[config.mk]
export PLATFORM = sky130hd
export DESIGN_NAME = mtc_timer_dev_flat
export DESIGN_NICKNAME = d
export VERILOG_FILES = /design/src/mtc_pkg.sv /design/src/mtc_bus_if.sv /design/src/mtc_timer_dev.sv /design/src/flat_wrapper.sv
export SDC_FILE = /design/constraint.sdc
export NUM_CORES = 1
export LEC_CHECK = 0
export BUFFER_PORTS_ARGS = -buffer_cell sky130_fd_sc_hd__buf_4
export CAP_MARGIN = 0
export CELL_PAD_IN_SITES_DETAIL_PLACEMENT = 1
export CELL_PAD_IN_SITES_GLOBAL_PLACEMENT = 2
export CORE_MARGIN = 2
export CORE_UTILIZATION = 41
export DETAILED_ROUTE_END_ITERATION = 7
export HOLD_SLACK_MARGIN = 0.15
export PLACE_DENSITY_LB_ADDON = 0.3
export SYNTH_ARGS = -nofsm -noshare
export SYNTH_HDL_FRONTEND = slang
export SYNTH_SLANG_ARGS = --single-unit
export TNS_END_PERCENT = 10
[constraint.sdc]
create_clock -name ref_clk -period 19.9 [get_ports ref_clk]
set_input_delay 1.99 -clock ref_clk [delete_from_list [all_inputs] [get_ports ref_clk]]
set_output_delay 1.99 -clock ref_clk [all_outputs]
set_load 0.005 [all_outputs]
[src/mtc_pkg.sv]
// Constants, address map and index helpers for the three-channel timer slice.
// Assumes a 16-bit register bus with byte lanes and byte addresses.
package mtc_pkg;
   // Sizes
   localparam int MTC_NCH = 3;
   localparam int MTC_NGR = 8;
   // Address map: channel c at c * stride, run control on its own
   localparam logic [7:0] MTC_CH_STRIDE = 8'h10;
   localparam logic [3:0] MTC_OFS_FLAGS = 4'h0;
   localparam logic [3:0] MTC_OFS_COUNT = 4'h2;
   localparam logic [3:0] MTC_OFS_GR_A = 4'h4;
   localparam logic [3:0] MTC_OFS_GR_D = 4'ha;
   localparam logic [7:0] MTC_OFS_RUN = 8'h30;
   // Reset values and counter top
   localparam logic [15:0] MTC_COUNT_RST = 16'h0000;
   localparam logic [15:0] MTC_GR_RST = 16'hffff;
   localparam logic [2:0] MTC_RUN_RST = 3'h0;
   localparam logic [15:0] MTC_COUNT_TOP = 16'hffff;
   // Event flag register fields
   localparam int MTC_BIT_WRAP = 4;
   localparam int MTC_BIT_UNDER = 5;
   localparam int MTC_BIT_FIXED = 6;
   localparam int MTC_BIT_DIR = 7;
   // Full 16-bit access on both byte lanes
   localparam logic [1:0] MTC_LANES_ALL = 2'h3;

   // Channel that owns general register i (0..3 ch0, 4..5 ch1, 6..7 ch2)
   function automatic int mtc_gr_ch(input int i);
      return (i < 4) ? 0 : ((i < 6) ? 1 : 2);
   endfunction

   // Position of general register i inside its channel
   function automatic int mtc_gr_k(input int i);
      return (i < 4) ? i : (i % 2);
   endfunction

   // True when the address is a 16-bit-only register (counter or general)
   function automatic logic mtc_is_wide(input logic [7:0] a);
      return (a != MTC_OFS_RUN) && (a[3:0] >= MTC_OFS_COUNT) && (a[3:0] <= MTC_OFS_GR_D);
   endfunction
endpackage

[src/mtc_bus_if.sv]
// Register bus between the bus master (CPU or DMA) and the timer slice.
// Assumes both ends run on one clock; the device answers reads one cycle later.
interface mtc_bus_if;
   // Register access
   logic [7:0] addr;
   logic [15:0] wdata;
   logic [1:0] byte_en;
   logic wr;
   logic rd;
   logic [15:0] rdata;
   // DMA transfer done, naming the general register it was started by
   logic dma_fire;
   logic [2:0] dma_src;

   modport dev (input addr, input wdata, input byte_en, input wr, input rd, output rdata,
                input dma_fire, input dma_src);
   modport host (output addr, output wdata, output byte_en, output wr, output rd, input rdata,
                 output dma_fire, output dma_src);
endinterface

[src/mtc_timer_dev.sv]
// Timer slice: three 16-bit counters, eight compare/capture registers,
// event flags with read-then-write-zero clear, and the run control register.
// Assumes count ticks, capture strobes and mode levels come from logic on ref_clk.

// What this block does
// - Compare match sets the register's flag
// - Capture load sets the register's flag
// - Flag clears by zero write after read
// - DMA service of a flag clears it
// - Channels 1, 2 bits 2, 3 read zero
// - Three 16-bit counters, reset to zero
// - Channel 0 up only; others down in phase
// - Counters accept only 16-bit writes
// - Eight general registers: four, two, two
// - General registers reset to all ones
// - General registers accept only 16-bit writes
// - Channel 0 C buffers A, D buffers B
// - Run register bits 2..0, upper bits zero
// - Software stops counter before mode changes
// - Stopping halts counter, pin level held
// - Stopped channel: pin control sets pin
// - Wrap from all ones sets wrap flag
// - Flag raises request only when enabled
module mtc_timer_dev (
   // Clock and reset
   input wire logic ref_clk,
   input wire logic reset,
   // Register bus and DMA
   mtc_bus_if.dev b,
   // Count clock and mode
   input wire logic [mtc_pkg::MTC_NCH-1:0] count_tick,
   input wire logic [mtc_pkg::MTC_NCH-1:0] phase_mode,
   input wire logic [mtc_pkg::MTC_NCH-1:0] count_down,
   // Compare/capture setup
   input wire logic [mtc_pkg::MTC_NGR-1:0] is_capture,
   input wire logic [mtc_pkg::MTC_NGR-1:0] capture_in,
   input wire logic [1:0] buffer_en,
   input wire logic [mtc_pkg::MTC_NGR-1:0] match_level,
   // Pin control writes
   input wire logic [mtc_pkg::MTC_NCH-1:0] pin_io_wr,
   input wire logic [mtc_pkg::MTC_NGR-1:0] pin_init,
   // Interrupt enables
   input wire logic [mtc_pkg::MTC_NGR-1:0] irq_enable_bits,
   input wire logic [mtc_pkg::MTC_NCH-1:0] wrap_irq_en,
   // Outputs
   output logic [mtc_pkg::MTC_NGR-1:0] capture_compare_pin,
   output logic [mtc_pkg::MTC_NGR-1:0] match_irq,
   output logic [mtc_pkg::MTC_NCH-1:0] wrap_irq
);
   import mtc_pkg::*;

   logic [15:0] cnt_q [MTC_NCH];
   logic [15:0] gr_q [MTC_NGR];
   logic [2:0] run_q;
   logic [MTC_NGR-1:0] match_q, match_arm_q;
   logic [MTC_NCH-1:0] wrap_q, wrap_arm_q, under_q, under_arm_q, dir_q;
   logic [15:0] rdata_q;
   logic [15:0] cnt_nx [MTC_NCH];
   logic [MTC_NCH-1:0] step, down, ovf_evt, unf_evt, wr_cnt, wr_flags, rd_flags;
   logic [MTC_NGR-1:0] match_evt, cap_evt, wr_gr, clr_match;
   logic [MTC_NCH-1:0] clr_wrap, clr_under;
   logic wr_run;
   logic [15:0] rdata_d;
   logic [7:0] flags_byte [MTC_NCH];

   // Address decode; counter and general writes need both byte lanes
   always_comb begin
      wr_cnt = '0;
      wr_flags = '0;
      rd_flags = '0;
      wr_gr = '0;
      wr_run = 1'b0;
      if (b.addr == MTC_OFS_RUN) begin
         wr_run = b.wr & b.byte_en[0];
      end else if (b.addr[7:4] < 4'(MTC_NCH)) begin
         for (int c = 0; c < MTC_NCH; c++) begin
            if (b.addr[7:4] == 4'(c)) begin
               if (b.addr[3:0] == MTC_OFS_FLAGS) begin
                  wr_flags[c] = b.wr & b.byte_en[0];
                  rd_flags[c] = b.rd;
               end else if (b.addr[3:0] == MTC_OFS_COUNT) begin
                  wr_cnt[c] = b.wr & (b.byte_en == MTC_LANES_ALL);
               end
            end
         end
         for (int i = 0; i < MTC_NGR; i++) begin
            if (b.addr[7:4] == 4'(mtc_gr_ch(i)) && b.addr[3:0] == MTC_OFS_GR_A + 4'(2 * mtc_gr_k(i))) begin
               wr_gr[i] = b.wr & (b.byte_en == MTC_LANES_ALL);
            end
         end
      end
   end

   // Counter step and wrap detection per channel
   always_comb begin
      for (int c = 0; c < MTC_NCH; c++) begin
         step[c] = count_tick[c] & run_q[c];
         down[c] = (c != 0) & phase_mode[c] & count_down[c];
         cnt_nx[c] = down[c] ? cnt_q[c] - 16'h0001 : cnt_q[c] + 16'h0001;
         ovf_evt[c] = step[c] & ~down[c] & (cnt_q[c] == MTC_COUNT_TOP);
         unf_evt[c] = step[c] & down[c] & (cnt_q[c] == MTC_COUNT_RST);
      end
   end

   // Match fires as the counter lands on the value; capture on the strobe
   always_comb begin
      for (int i = 0; i < MTC_NGR; i++) begin
         match_evt[i] = ~is_capture[i] & step[mtc_gr_ch(i)] & (cnt_nx[mtc_gr_ch(i)] == gr_q[i]);
         cap_evt[i] = is_capture[i] & capture_in[i];
         clr_match[i] = (wr_flags[mtc_gr_ch(i)] & match_arm_q[i] & ~b.wdata[mtc_gr_k(i)])
                      | (b.dma_fire & (b.dma_src == 3'(i)) & match_irq[i]);
      end
      for (int c = 0; c < MTC_NCH; c++) begin
         clr_wrap[c] = wr_flags[c] & wrap_arm_q[c] & ~b.wdata[MTC_BIT_WRAP];
         clr_under[c] = wr_flags[c] & under_arm_q[c] & ~b.wdata[MTC_BIT_UNDER];
      end
   end

   // Counters; a bus write wins over a tick in the same cycle
   always_ff @(posedge ref_clk or posedge reset) begin
      if (reset) begin
         for (int c = 0; c < MTC_NCH; c++) cnt_q[c] <= MTC_COUNT_RST;
      end else begin
         for (int c = 0; c < MTC_NCH; c++) begin
            if (wr_cnt[c]) begin
               cnt_q[c] <= b.wdata;
            end else if (step[c]) begin
               cnt_q[c] <= cnt_nx[c];
            end
         end
      end
   end

   // General registers; partner i^2 pairs A with C and B with D
   always_ff @(posedge ref_clk or posedge reset) begin
      if (reset) begin
         for (int i = 0; i < MTC_NGR; i++) gr_q[i] <= MTC_GR_RST;
      end else begin
         for (int i = 0; i < MTC_NGR; i++) begin
            if (cap_evt[i]) begin
               gr_q[i] <= cnt_q[mtc_gr_ch(i)];
            end else if (i >= 2 && i < 4 && buffer_en[i % 2] && cap_evt[i ^ 2]) begin
               gr_q[i] <= gr_q[i ^ 2];
            end else if (i < 2 && buffer_en[i % 2] && match_evt[i]) begin
               gr_q[i] <= gr_q[i ^ 2];
            end else if (wr_gr[i]) begin
               gr_q[i] <= b.wdata;
            end
         end
      end
   end

   // Run control
   always_ff @(posedge ref_clk or posedge reset) begin
      if (reset) begin
         run_q <= MTC_RUN_RST;
      end else if (wr_run) begin
         run_q <= b.wdata[2:0];
      end
   end

   // Match flags; arming on read lets only a seen 1 be cleared
   always_ff @(posedge ref_clk or posedge reset) begin
      if (reset) begin
         match_q <= '0;
         match_arm_q <= '0;
      end else begin
         match_q <= (match_q & ~clr_match) | match_evt | cap_evt;
         for (int i = 0; i < MTC_NGR; i++) begin
            if (rd_flags[mtc_gr_ch(i)]) begin
               match_arm_q[i] <= match_q[i];
            end else if (clr_match[i]) begin
               match_arm_q[i] <= 1'b0;
            end
         end
      end
   end

   // Wrap, underflow and direction flags per channel
   always_ff @(posedge ref_clk or posedge reset) begin
      if (reset) begin
         wrap_q <= '0;
         wrap_arm_q <= '0;
         under_q <= '0;
         under_arm_q <= '0;
         dir_q <= '1;
      end else begin
         wrap_q <= (wrap_q & ~clr_wrap) | ovf_evt;
         under_q <= (under_q & ~clr_under) | unf_evt;
         for (int c = 0; c < MTC_NCH; c++) begin
            if (rd_flags[c]) begin
               wrap_arm_q[c] <= wrap_q[c];
               under_arm_q[c] <= under_q[c];
            end else begin
               wrap_arm_q[c] <= wrap_arm_q[c] & ~clr_wrap[c];
               under_arm_q[c] <= under_arm_q[c] & ~clr_under[c];
            end
            if (step[c]) dir_q[c] <= ~down[c];
         end
      end
   end

   // Flag byte view; channels 1 and 2 have only A and B
   always_comb begin
      for (int c = 0; c < MTC_NCH; c++) begin
         flags_byte[c] = 8'h00;
         flags_byte[c][MTC_BIT_DIR] = dir_q[c];
         flags_byte[c][MTC_BIT_FIXED] = 1'b1;
         flags_byte[c][MTC_BIT_UNDER] = (c != 0) & under_q[c];
         flags_byte[c][MTC_BIT_WRAP] = wrap_q[c];
      end
      for (int i = 0; i < MTC_NGR; i++) begin
         flags_byte[mtc_gr_ch(i)][mtc_gr_k(i)] = match_q[i];
      end
   end

   // Read mux; unmapped addresses read as zero
   always_comb begin
      rdata_d = 16'h0000;
      if (b.addr == MTC_OFS_RUN) begin
         rdata_d = {13'h0000, run_q};
      end else if (b.addr[7:4] < 4'(MTC_NCH)) begin
         for (int c = 0; c < MTC_NCH; c++) begin
            if (b.addr[7:4] == 4'(c) && b.addr[3:0] == MTC_OFS_FLAGS) rdata_d = {8'h00, flags_byte[c]};
            if (b.addr[7:4] == 4'(c) && b.addr[3:0] == MTC_OFS_COUNT) rdata_d = cnt_q[c];
         end
         for (int i = 0; i < MTC_NGR; i++) begin
            if (b.addr[7:4] == 4'(mtc_gr_ch(i)) && b.addr[3:0] == MTC_OFS_GR_A + 4'(2 * mtc_gr_k(i))) begin
               rdata_d = gr_q[i];
            end
         end
      end
   end

   // Read data stand only in the cycle after the strobe
   always_ff @(posedge ref_clk or posedge reset) begin
      if (reset) begin
         rdata_q <= 16'h0000;
      end else begin
         rdata_q <= b.rd ? rdata_d : 16'h0000;
      end
   end
   assign b.rdata = rdata_q;

   // Pins: matches move them; a stopped channel takes the pin control level
   always_ff @(posedge ref_clk or posedge reset) begin
      if (reset) begin
         capture_compare_pin <= '0;
      end else begin
         for (int i = 0; i < MTC_NGR; i++) begin
            if (pin_io_wr[mtc_gr_ch(i)] & ~run_q[mtc_gr_ch(i)]) begin
               capture_compare_pin[i] <= pin_init[i];
            end else if (match_evt[i]) begin
               capture_compare_pin[i] <= match_level[i];
            end
         end
      end
   end

   // Requests registered so they come straight from flops
   always_ff @(posedge ref_clk or posedge reset) begin
      if (reset) begin
         match_irq <= '0;
         wrap_irq <= '0;
      end else begin
         match_irq <= match_q & irq_enable_bits;
         wrap_irq <= wrap_q & wrap_irq_en;
      end
   end
endmodule

[src/flat_wrapper.sv]
// flat-port wrapper written by rule: the top's interface ports become plain ports
module mtc_timer_dev_flat import mtc_pkg::*;
  (ref_clk, reset, count_tick, phase_mode, count_down, is_capture, capture_in, buffer_en, match_level, pin_io_wr, pin_init, irq_enable_bits, wrap_irq_en, capture_compare_pin, match_irq, wrap_irq, b_addr, b_wdata, b_byte_en, b_wr, b_rd, b_rdata, b_dma_fire, b_dma_src);
  mtc_bus_if b_i ();
  input wire logic ref_clk;
  input wire logic reset;
  input wire logic [mtc_pkg::MTC_NCH-1:0] count_tick;
  input wire logic [mtc_pkg::MTC_NCH-1:0] phase_mode;
  input wire logic [mtc_pkg::MTC_NCH-1:0] count_down;
  input wire logic [mtc_pkg::MTC_NGR-1:0] is_capture;
  input wire logic [mtc_pkg::MTC_NGR-1:0] capture_in;
  input wire logic [1:0] buffer_en;
  input wire logic [mtc_pkg::MTC_NGR-1:0] match_level;
  input wire logic [mtc_pkg::MTC_NCH-1:0] pin_io_wr;
  input wire logic [mtc_pkg::MTC_NGR-1:0] pin_init;
  input wire logic [mtc_pkg::MTC_NGR-1:0] irq_enable_bits;
  input wire logic [mtc_pkg::MTC_NCH-1:0] wrap_irq_en;
  output logic [mtc_pkg::MTC_NGR-1:0] capture_compare_pin;
  output logic [mtc_pkg::MTC_NGR-1:0] match_irq;
  output logic [mtc_pkg::MTC_NCH-1:0] wrap_irq;
  input wire logic [$bits(b_i.addr)-1:0] b_addr;
  input wire logic [$bits(b_i.wdata)-1:0] b_wdata;
  input wire logic [$bits(b_i.byte_en)-1:0] b_byte_en;
  input wire logic [$bits(b_i.wr)-1:0] b_wr;
  input wire logic [$bits(b_i.rd)-1:0] b_rd;
  output wire logic [$bits(b_i.rdata)-1:0] b_rdata;
  input wire logic [$bits(b_i.dma_fire)-1:0] b_dma_fire;
  input wire logic [$bits(b_i.dma_src)-1:0] b_dma_src;
  assign b_i.addr = b_addr;
  assign b_i.wdata = b_wdata;
  assign b_i.byte_en = b_byte_en;
  assign b_i.wr = b_wr;
  assign b_i.rd = b_rd;
  assign b_rdata = b_i.rdata;
  assign b_i.dma_fire = b_dma_fire;
  assign b_i.dma_src = b_dma_src;
  mtc_timer_dev u_core (.ref_clk(ref_clk), .reset(reset), .b(b_i), .count_tick(count_tick), .phase_mode(phase_mode), .count_down(count_down), .is_capture(is_capture), .capture_in(capture_in), .buffer_en(buffer_en), .match_level(match_level), .pin_io_wr(pin_io_wr), .pin_init(pin_init), .irq_enable_bits(irq_enable_bits), .wrap_irq_en(wrap_irq_en), .capture_compare_pin(capture_compare_pin), .match_irq(match_irq), .wrap_irq(wrap_irq));
endmodule
# ---- Yosys cells after proc, flatten, opt, wreduce, memory -nomap -nowiden
# Cells that the tools add are included.
dict set report word_totals {
  register_bits 244
  wordCells 372
  inputBits 91
}
dict set report classes {
  n_reduce_logical 50
  muxes 113
  order_cmp 1
  n_bitwise 138
  n_addsub 5
  n_eq_ne 27
}
# op count
set op_table {}
lappend op_table {{$mux W16} 44}
lappend op_table {{$eq A16 B16 Y1} 8}
lappend op_table {{$and A1 B1 Y1} 93}
lappend op_table {{$mux W1} 60}
lappend op_table {{$add A16 B1 Y16 const B} 3}
lappend op_table {{$eq A16 B16 Y1 const B} 3}
lappend op_table {{$reduce_bool A2 Y1} 23}
lappend op_table {{$logic_not A16 Y1} 2}
lappend op_table {{$sub A16 B1 Y16 const B} 2}
lappend op_table {{$not A1 Y1} 25}
lappend op_table {{$mux W8} 3}
lappend op_table {{$logic_and A1 B1 Y1} 18}
lappend op_table {{$mux W3} 6}
lappend op_table {{$and A8 B8 Y8} 2}
lappend op_table {{$or A8 B8 Y8} 2}
lappend op_table {{$eq A3 B3 Y1 const B} 4}
lappend op_table {{$reduce_bool A3 Y1} 4}
lappend op_table {{$and A3 B3 Y3} 3}
lappend op_table {{$eq A4 B2 Y1 const B} 2}
lappend op_table {{$eq A4 B3 Y1 const B} 2}
lappend op_table {{$eq A4 B4 Y1 const B} 2}
lappend op_table {{$eq A8 B6 Y1 const B} 1}
lappend op_table {{$logic_not A4 Y1} 2}
lappend op_table {{$not A8 Y8} 1}
lappend op_table {{other kinds (9)} 19}

# ---- Depth between registers and ports, before layout
dict set report logic_depth {
  word_depth 19
  mapped_depth 13
}

# ---- Worst setup path before layout
# Ideal clock, no wire load.
dict set report synth_path {
  path_kind {input -> register}
  start {input phase_mode[2] (netlist name)}
  end {register u_core.capture_compare_pin[6] (netlist name)}
  setup_time_ns 0.118
  path_buffers 1
  cell_stages 13
  setup_slack_ns 14.614
  required_time_ns 19.782
  t_arrival_ns 5.168
  cell_sequence {nand2_1 inv_1 ha_1 clkbuf_1 a21o_1 a211oi_1 o21a_1 o2111ai_1 a21oi_1 xor3_1 nor4_1 mux2i_1 a21o_1}
}
dict set report synth_between {
  elab_chain_cells 5
}
# item line
set synth_lines {}
lappend synth_lines {{start: declaration} flat_wrapper.sv:8} ;# input wire logic [mtc_pkg::MTC_NCH-1:0] phase_mode;
lappend synth_lines {{$and A1 B1 Y1} mtc_timer_dev.sv:98} ;# down[c] = (c != 0) & phase_mode[c] & count_down[c];
lappend synth_lines {{$mux W16} mtc_timer_dev.sv:99} ;# cnt_nx[c] = down[c] ? cnt_q[c] - 16'h0001 : cnt_q[c] + 16'h0001;
lappend synth_lines {{$eq A16 B16 Y1} mtc_timer_dev.sv:108} ;# match_evt[i] = ~is_capture[i] & step[mtc_gr_ch(i)] & (cnt_nx[mtc_gr_ch(i)] == gr_q[i]);
lappend synth_lines {{$and A1 B1 Y1} mtc_timer_dev.sv:108}
lappend synth_lines {{$reduce_bool A2 Y1 (no line)} -}
lappend synth_lines {{end signal: indexed assignment} mtc_timer_dev.sv:252} ;# capture_compare_pin[i] <= pin_init[i];
lappend synth_lines {{end signal: indexed assignment} mtc_timer_dev.sv:254} ;# capture_compare_pin[i] <= match_level[i];
lappend synth_lines {{end: declaration} mtc_timer_dev.sv:46} ;# output logic [mtc_pkg::MTC_NGR-1:0] capture_compare_pin,
# No other way between the ends.
# A chain may end at the register's enable or synchronous reset.

# ---- Worst setup path in the final report
# Ends and elaborated chain as after synthesis.

==> run summary <==
vias post-DR: 16500
Mean Syn Cell Area: 8.77 um2
critical path arrival: 6750 ps
Setup Slack @ Placement: 13140 ps
FILL cells: 5079
Synth Area in Compound Gates: 20.4%
critical path type: input pin to register
Post-Synthesis Net Count: 2153
CTS Sinks: 242
register area share after synthesis: 34.9%
post-DP HPWL: 53.2 mm
area of the multi-input gates: 0.0107 mm2
CP Max Fanout: 16
Cell Pwr Density: 83.3 mW/mm2
Post-Synth Simple-Gate Area: 18.6%
EDFF count, synth: 0
Final Hold Vio Count: 0
register bit total from synthesis: 242
port bufs: 123
Final Util: 46.5%
Final Wtd Congestion: 0.963
chip width: 212 um
Worst setup EP type: register
Area growth, synth to finish: 12.2%
CTS buffer count: 30
Clk pwr share: 32.1%
CTS tree: built
initial core utilization: 41.4%
Leak: 8.51 nW
I/O pins: 126
Hold Buf Count CTS: 0
post-synthesis cell type count: 91
cell internal pwr: 1.07 mW
Max Buffers Root-to-Sink: 3
Slew headroom: 19.2%
Post-synth ARST share: 100%
row cnt: 76
post-DR wirelength/cell: 26.8 um
global-route usage over all layers: 32.0%
Clk Latency, worst-skew pair: 580 ps
average vias per placed instance: 6.16
Remaining DRCs: 0
Startpoint Class: input pin
Antenna Violating Nets Remaining: 0
combinational family with the most area after synthesis: compound AO/OA/AOI/OAI gates
Synth Cell Area: 0.0178 mm2
first-pass GRT wire length: 109 mm
fin crit share: 31.5%
Reg clk slew, reported paths: 60 ps
combinational share of power: 26.3%
Tmin final: 6280 ps
# nets final: 2186
Seq pwr share: 41.6%
Worst Clk Skew: 15.2 ps
Final setup viols: 0
Die Span Y: 212 um
hold crit path type: register to register
post-CTS setup buffers: 0
setup repair after global routing missed its margin: no
Slew Viols, Final: 0
Initial DRT Pass Iterations: 7
share of layout cells above drive strength 1: 18.9%
Peak VDD IR: 0.0000818 V
WHS: 496 ps
Synth area leaders: dfstp_2 19%, dfrtp_1 16%, mux2i_1 7.4%
post-synthesis adder-cell area fraction: 2.26%
Detailed Route Iter0 Violations: 1429
Required @ worst endpoint: 20370 ps
cell count after synthesis: 2031
Resized cells post-CTS: 0
post-synthesis mux area share: 8.24%
Synth Warn #: 0
Die ar.: 0.0451 mm2
Max Freq: 159 MHz
ant diodes: 0
largest area contributor in the netlist: dfstp_2
XOR/XNOR share of the synthesized area: 10.5%
max_cap viols: 0
antenna violations before repair: 0
Register Area: 0.00622 mm2
Setup WS post-layout: 13620 ps
outcome: finished, final reports clean
Synth top area share: 19.2%
Fin Setup TNS: 0 ps
final WL: 71.7 mm
P_sw: 592 uW
CTS root buffer: clkbuf_16
Core ar.: 0.0430 mm2
Worst-Margin Slew: 1210 ps
prevailing post-synth register cell: dfstp_2
htree depth: 1
Switching Fraction: 35.5%
number of global-route vias before repair: 17000
grt ovf: 0
pin count of the biggest net entering global routing: 134
final timing paths:
kind | startpoint | to | slack [ps] | cells past startpoint
max in group asynchronous | reset | u_core.cnt_q[35]$_DFFE_PP0P_ | 17080 | 3
min in group asynchronous | reset | u_core.b.rdata[8]$_DFF_PP0_ | 1530 | 2
worst min register to register | u_core.gr_q[8]$_DFFE_PP1P_ | u_core.gr_q[8]$_DFFE_PP1P_ | 500 | 2
worst max-delay path | phase_mode[2] | u_core.capture_compare_pin[6]$_DFFE_PP0P_ | 13620 | 13
worst min-delay path | u_core.gr_q[8]$_DFFE_PP1P_ | u_core.gr_q[8]$_DFFE_PP1P_ | 500 | 2
worst max register to register | u_core.cnt_q[32]$_DFFE_PP0P_ | u_core.gr_q[106]$_DFFE_PP1P_ | 14830 | 10
cell usage in the layout, fill, tap and decap left out, types with 10 or more instances in the layout:
cell type,instances
buf_4,146
xnor3_1,17
mux2i_1,132
dfrtp_1,112
a31oi_1,11
nand2_1,253
a22oi_1,17
ha_1,29
mux2_2,13
nand3_1,47
inv_1,61
o21ai_0,179
xnor2_1,104
xor2_1,51
a21oi_1,147
a222oi_1,28
nor2b_1,15
nor3_1,39
clkbuf_16,31
a21o_1,10
nor2_1,144
clkbuf_1,15
nand4_1,29
nor3b_1,12
nor4_1,26
nand2b_1,12
dfstp_2,130
a221oi_1,25
and2_1,26
a221oi_2,22
cells by family (layout without fill, tap and decap cells):
family	count (synthesis)	after routing
AND/OR/NAND/NOR	677	677
flip-flops	242	242
buffers and inverters	211	268
XOR/XNOR	178	178
adder cells (fa/ha/maj)	31	31
AO/OA/AOI/OAI	547	547
multiplexers	145	145
area by class of cell:
type	instances	share of cell area [%]
Inverter	65	1.27
Clock buffer	51	4.51
Sequential cell	242	31.1
Clock inverter	5	0.169
Timing Repair Buffer	147	5.59
Tap cell	585	3.66
Multi-Input combinational cell	1578	53.7
flip-flops by register name, indices dropped and copies added, names as in the netlist:
name and cells:
u_core.cnt_q 48, u_core.gr_q 128, u_core.match_irq 8, u_core.under_q 2
u_core.match_q 8, u_core.b.rdata 16, u_core.capture_compare_pin 8, u_core.wrap_arm_q 3
u_core.match_arm_q 8, u_core.dir_q 2, u_core.wrap_irq 3, u_core.run_q 3
u_core.wrap_q 3, u_core.under_arm_q 2
critical path: stages:
cell and delay (ps):
buf_4 110, nand2_1 250, inv_1 390, ha_1 490
or3_1 480, a221oi_1 460, o21a_1 260, o2111ai_1 240
a21oi_1 420, xor3_1 420, nor4_1 870, mux2i_1 170
a21o_1 190
layer usage:
layer,part of all wire (%),vias to the layer above,global-route usage [%],wire [um]
met5,0,-,0,0
met4,3.7,0,11.6,2650
met3,6.7,115,4.17,4800
met2,46,561,51.7,33200
met1,43,8340,43.8,31100
li1,-,7442,-,-
power by group through the flow:
stage	clock, mW	sequential, mW	combinational, mW
2_1_floorplan	0	0.629	0.334
3_3_place_gp	0	0.693	0.418
3_5_place_dp	0	0.694	0.432
4_1_cts	0.544	0.688	0.435
5_1_grt	0.561	0.696	0.483
6_report	0.534	0.693	0.438
Yosys cell counts, types with 10 or more instances:
| cell type | number |
|---|---|
| ha_1 | 29 |
| nand3_1 | 47 |
| clkbuf_1 | 121 |
| a222oi_1 | 28 |
| nor2b_1 | 15 |
| nor2_1 | 145 |
| a31oi_1 | 11 |
| nand4_1 | 29 |
| nor3b_1 | 12 |
| dfstp_2 | 130 |
| xnor3_1 | 17 |
| a21oi_1 | 148 |
| nand2_1 | 253 |
| nor3_1 | 40 |
| a221oi_2 | 20 |
| mux2i_1 | 132 |
| a21o_1 | 10 |
| xor2_1 | 51 |
| and2_1 | 26 |
| inv_1 | 62 |
| nand2b_1 | 12 |
| a221oi_1 | 27 |
| nor4_1 | 26 |
| mux2_2 | 13 |
| o21ai_0 | 179 |
| dfrtp_1 | 112 |
| xnor2_1 | 104 |
| a22oi_1 | 17 |
per-stage QoR:
stage | area, um2 | instances | power (mW)
3_3_place_gp | 19000 | 2617 | 1.11
4_1_cts | 20000 | 2673 | 1.67
6_report | 20000 | 2673 | 1.66
2_1_floorplan | 17800 | 2031 | 0.963
5_1_grt | 20000 | 2673 | 1.74
3_5_place_dp | 19000 | 2617 | 1.13
No activity file was read; power rests on OpenSTA's default activity.
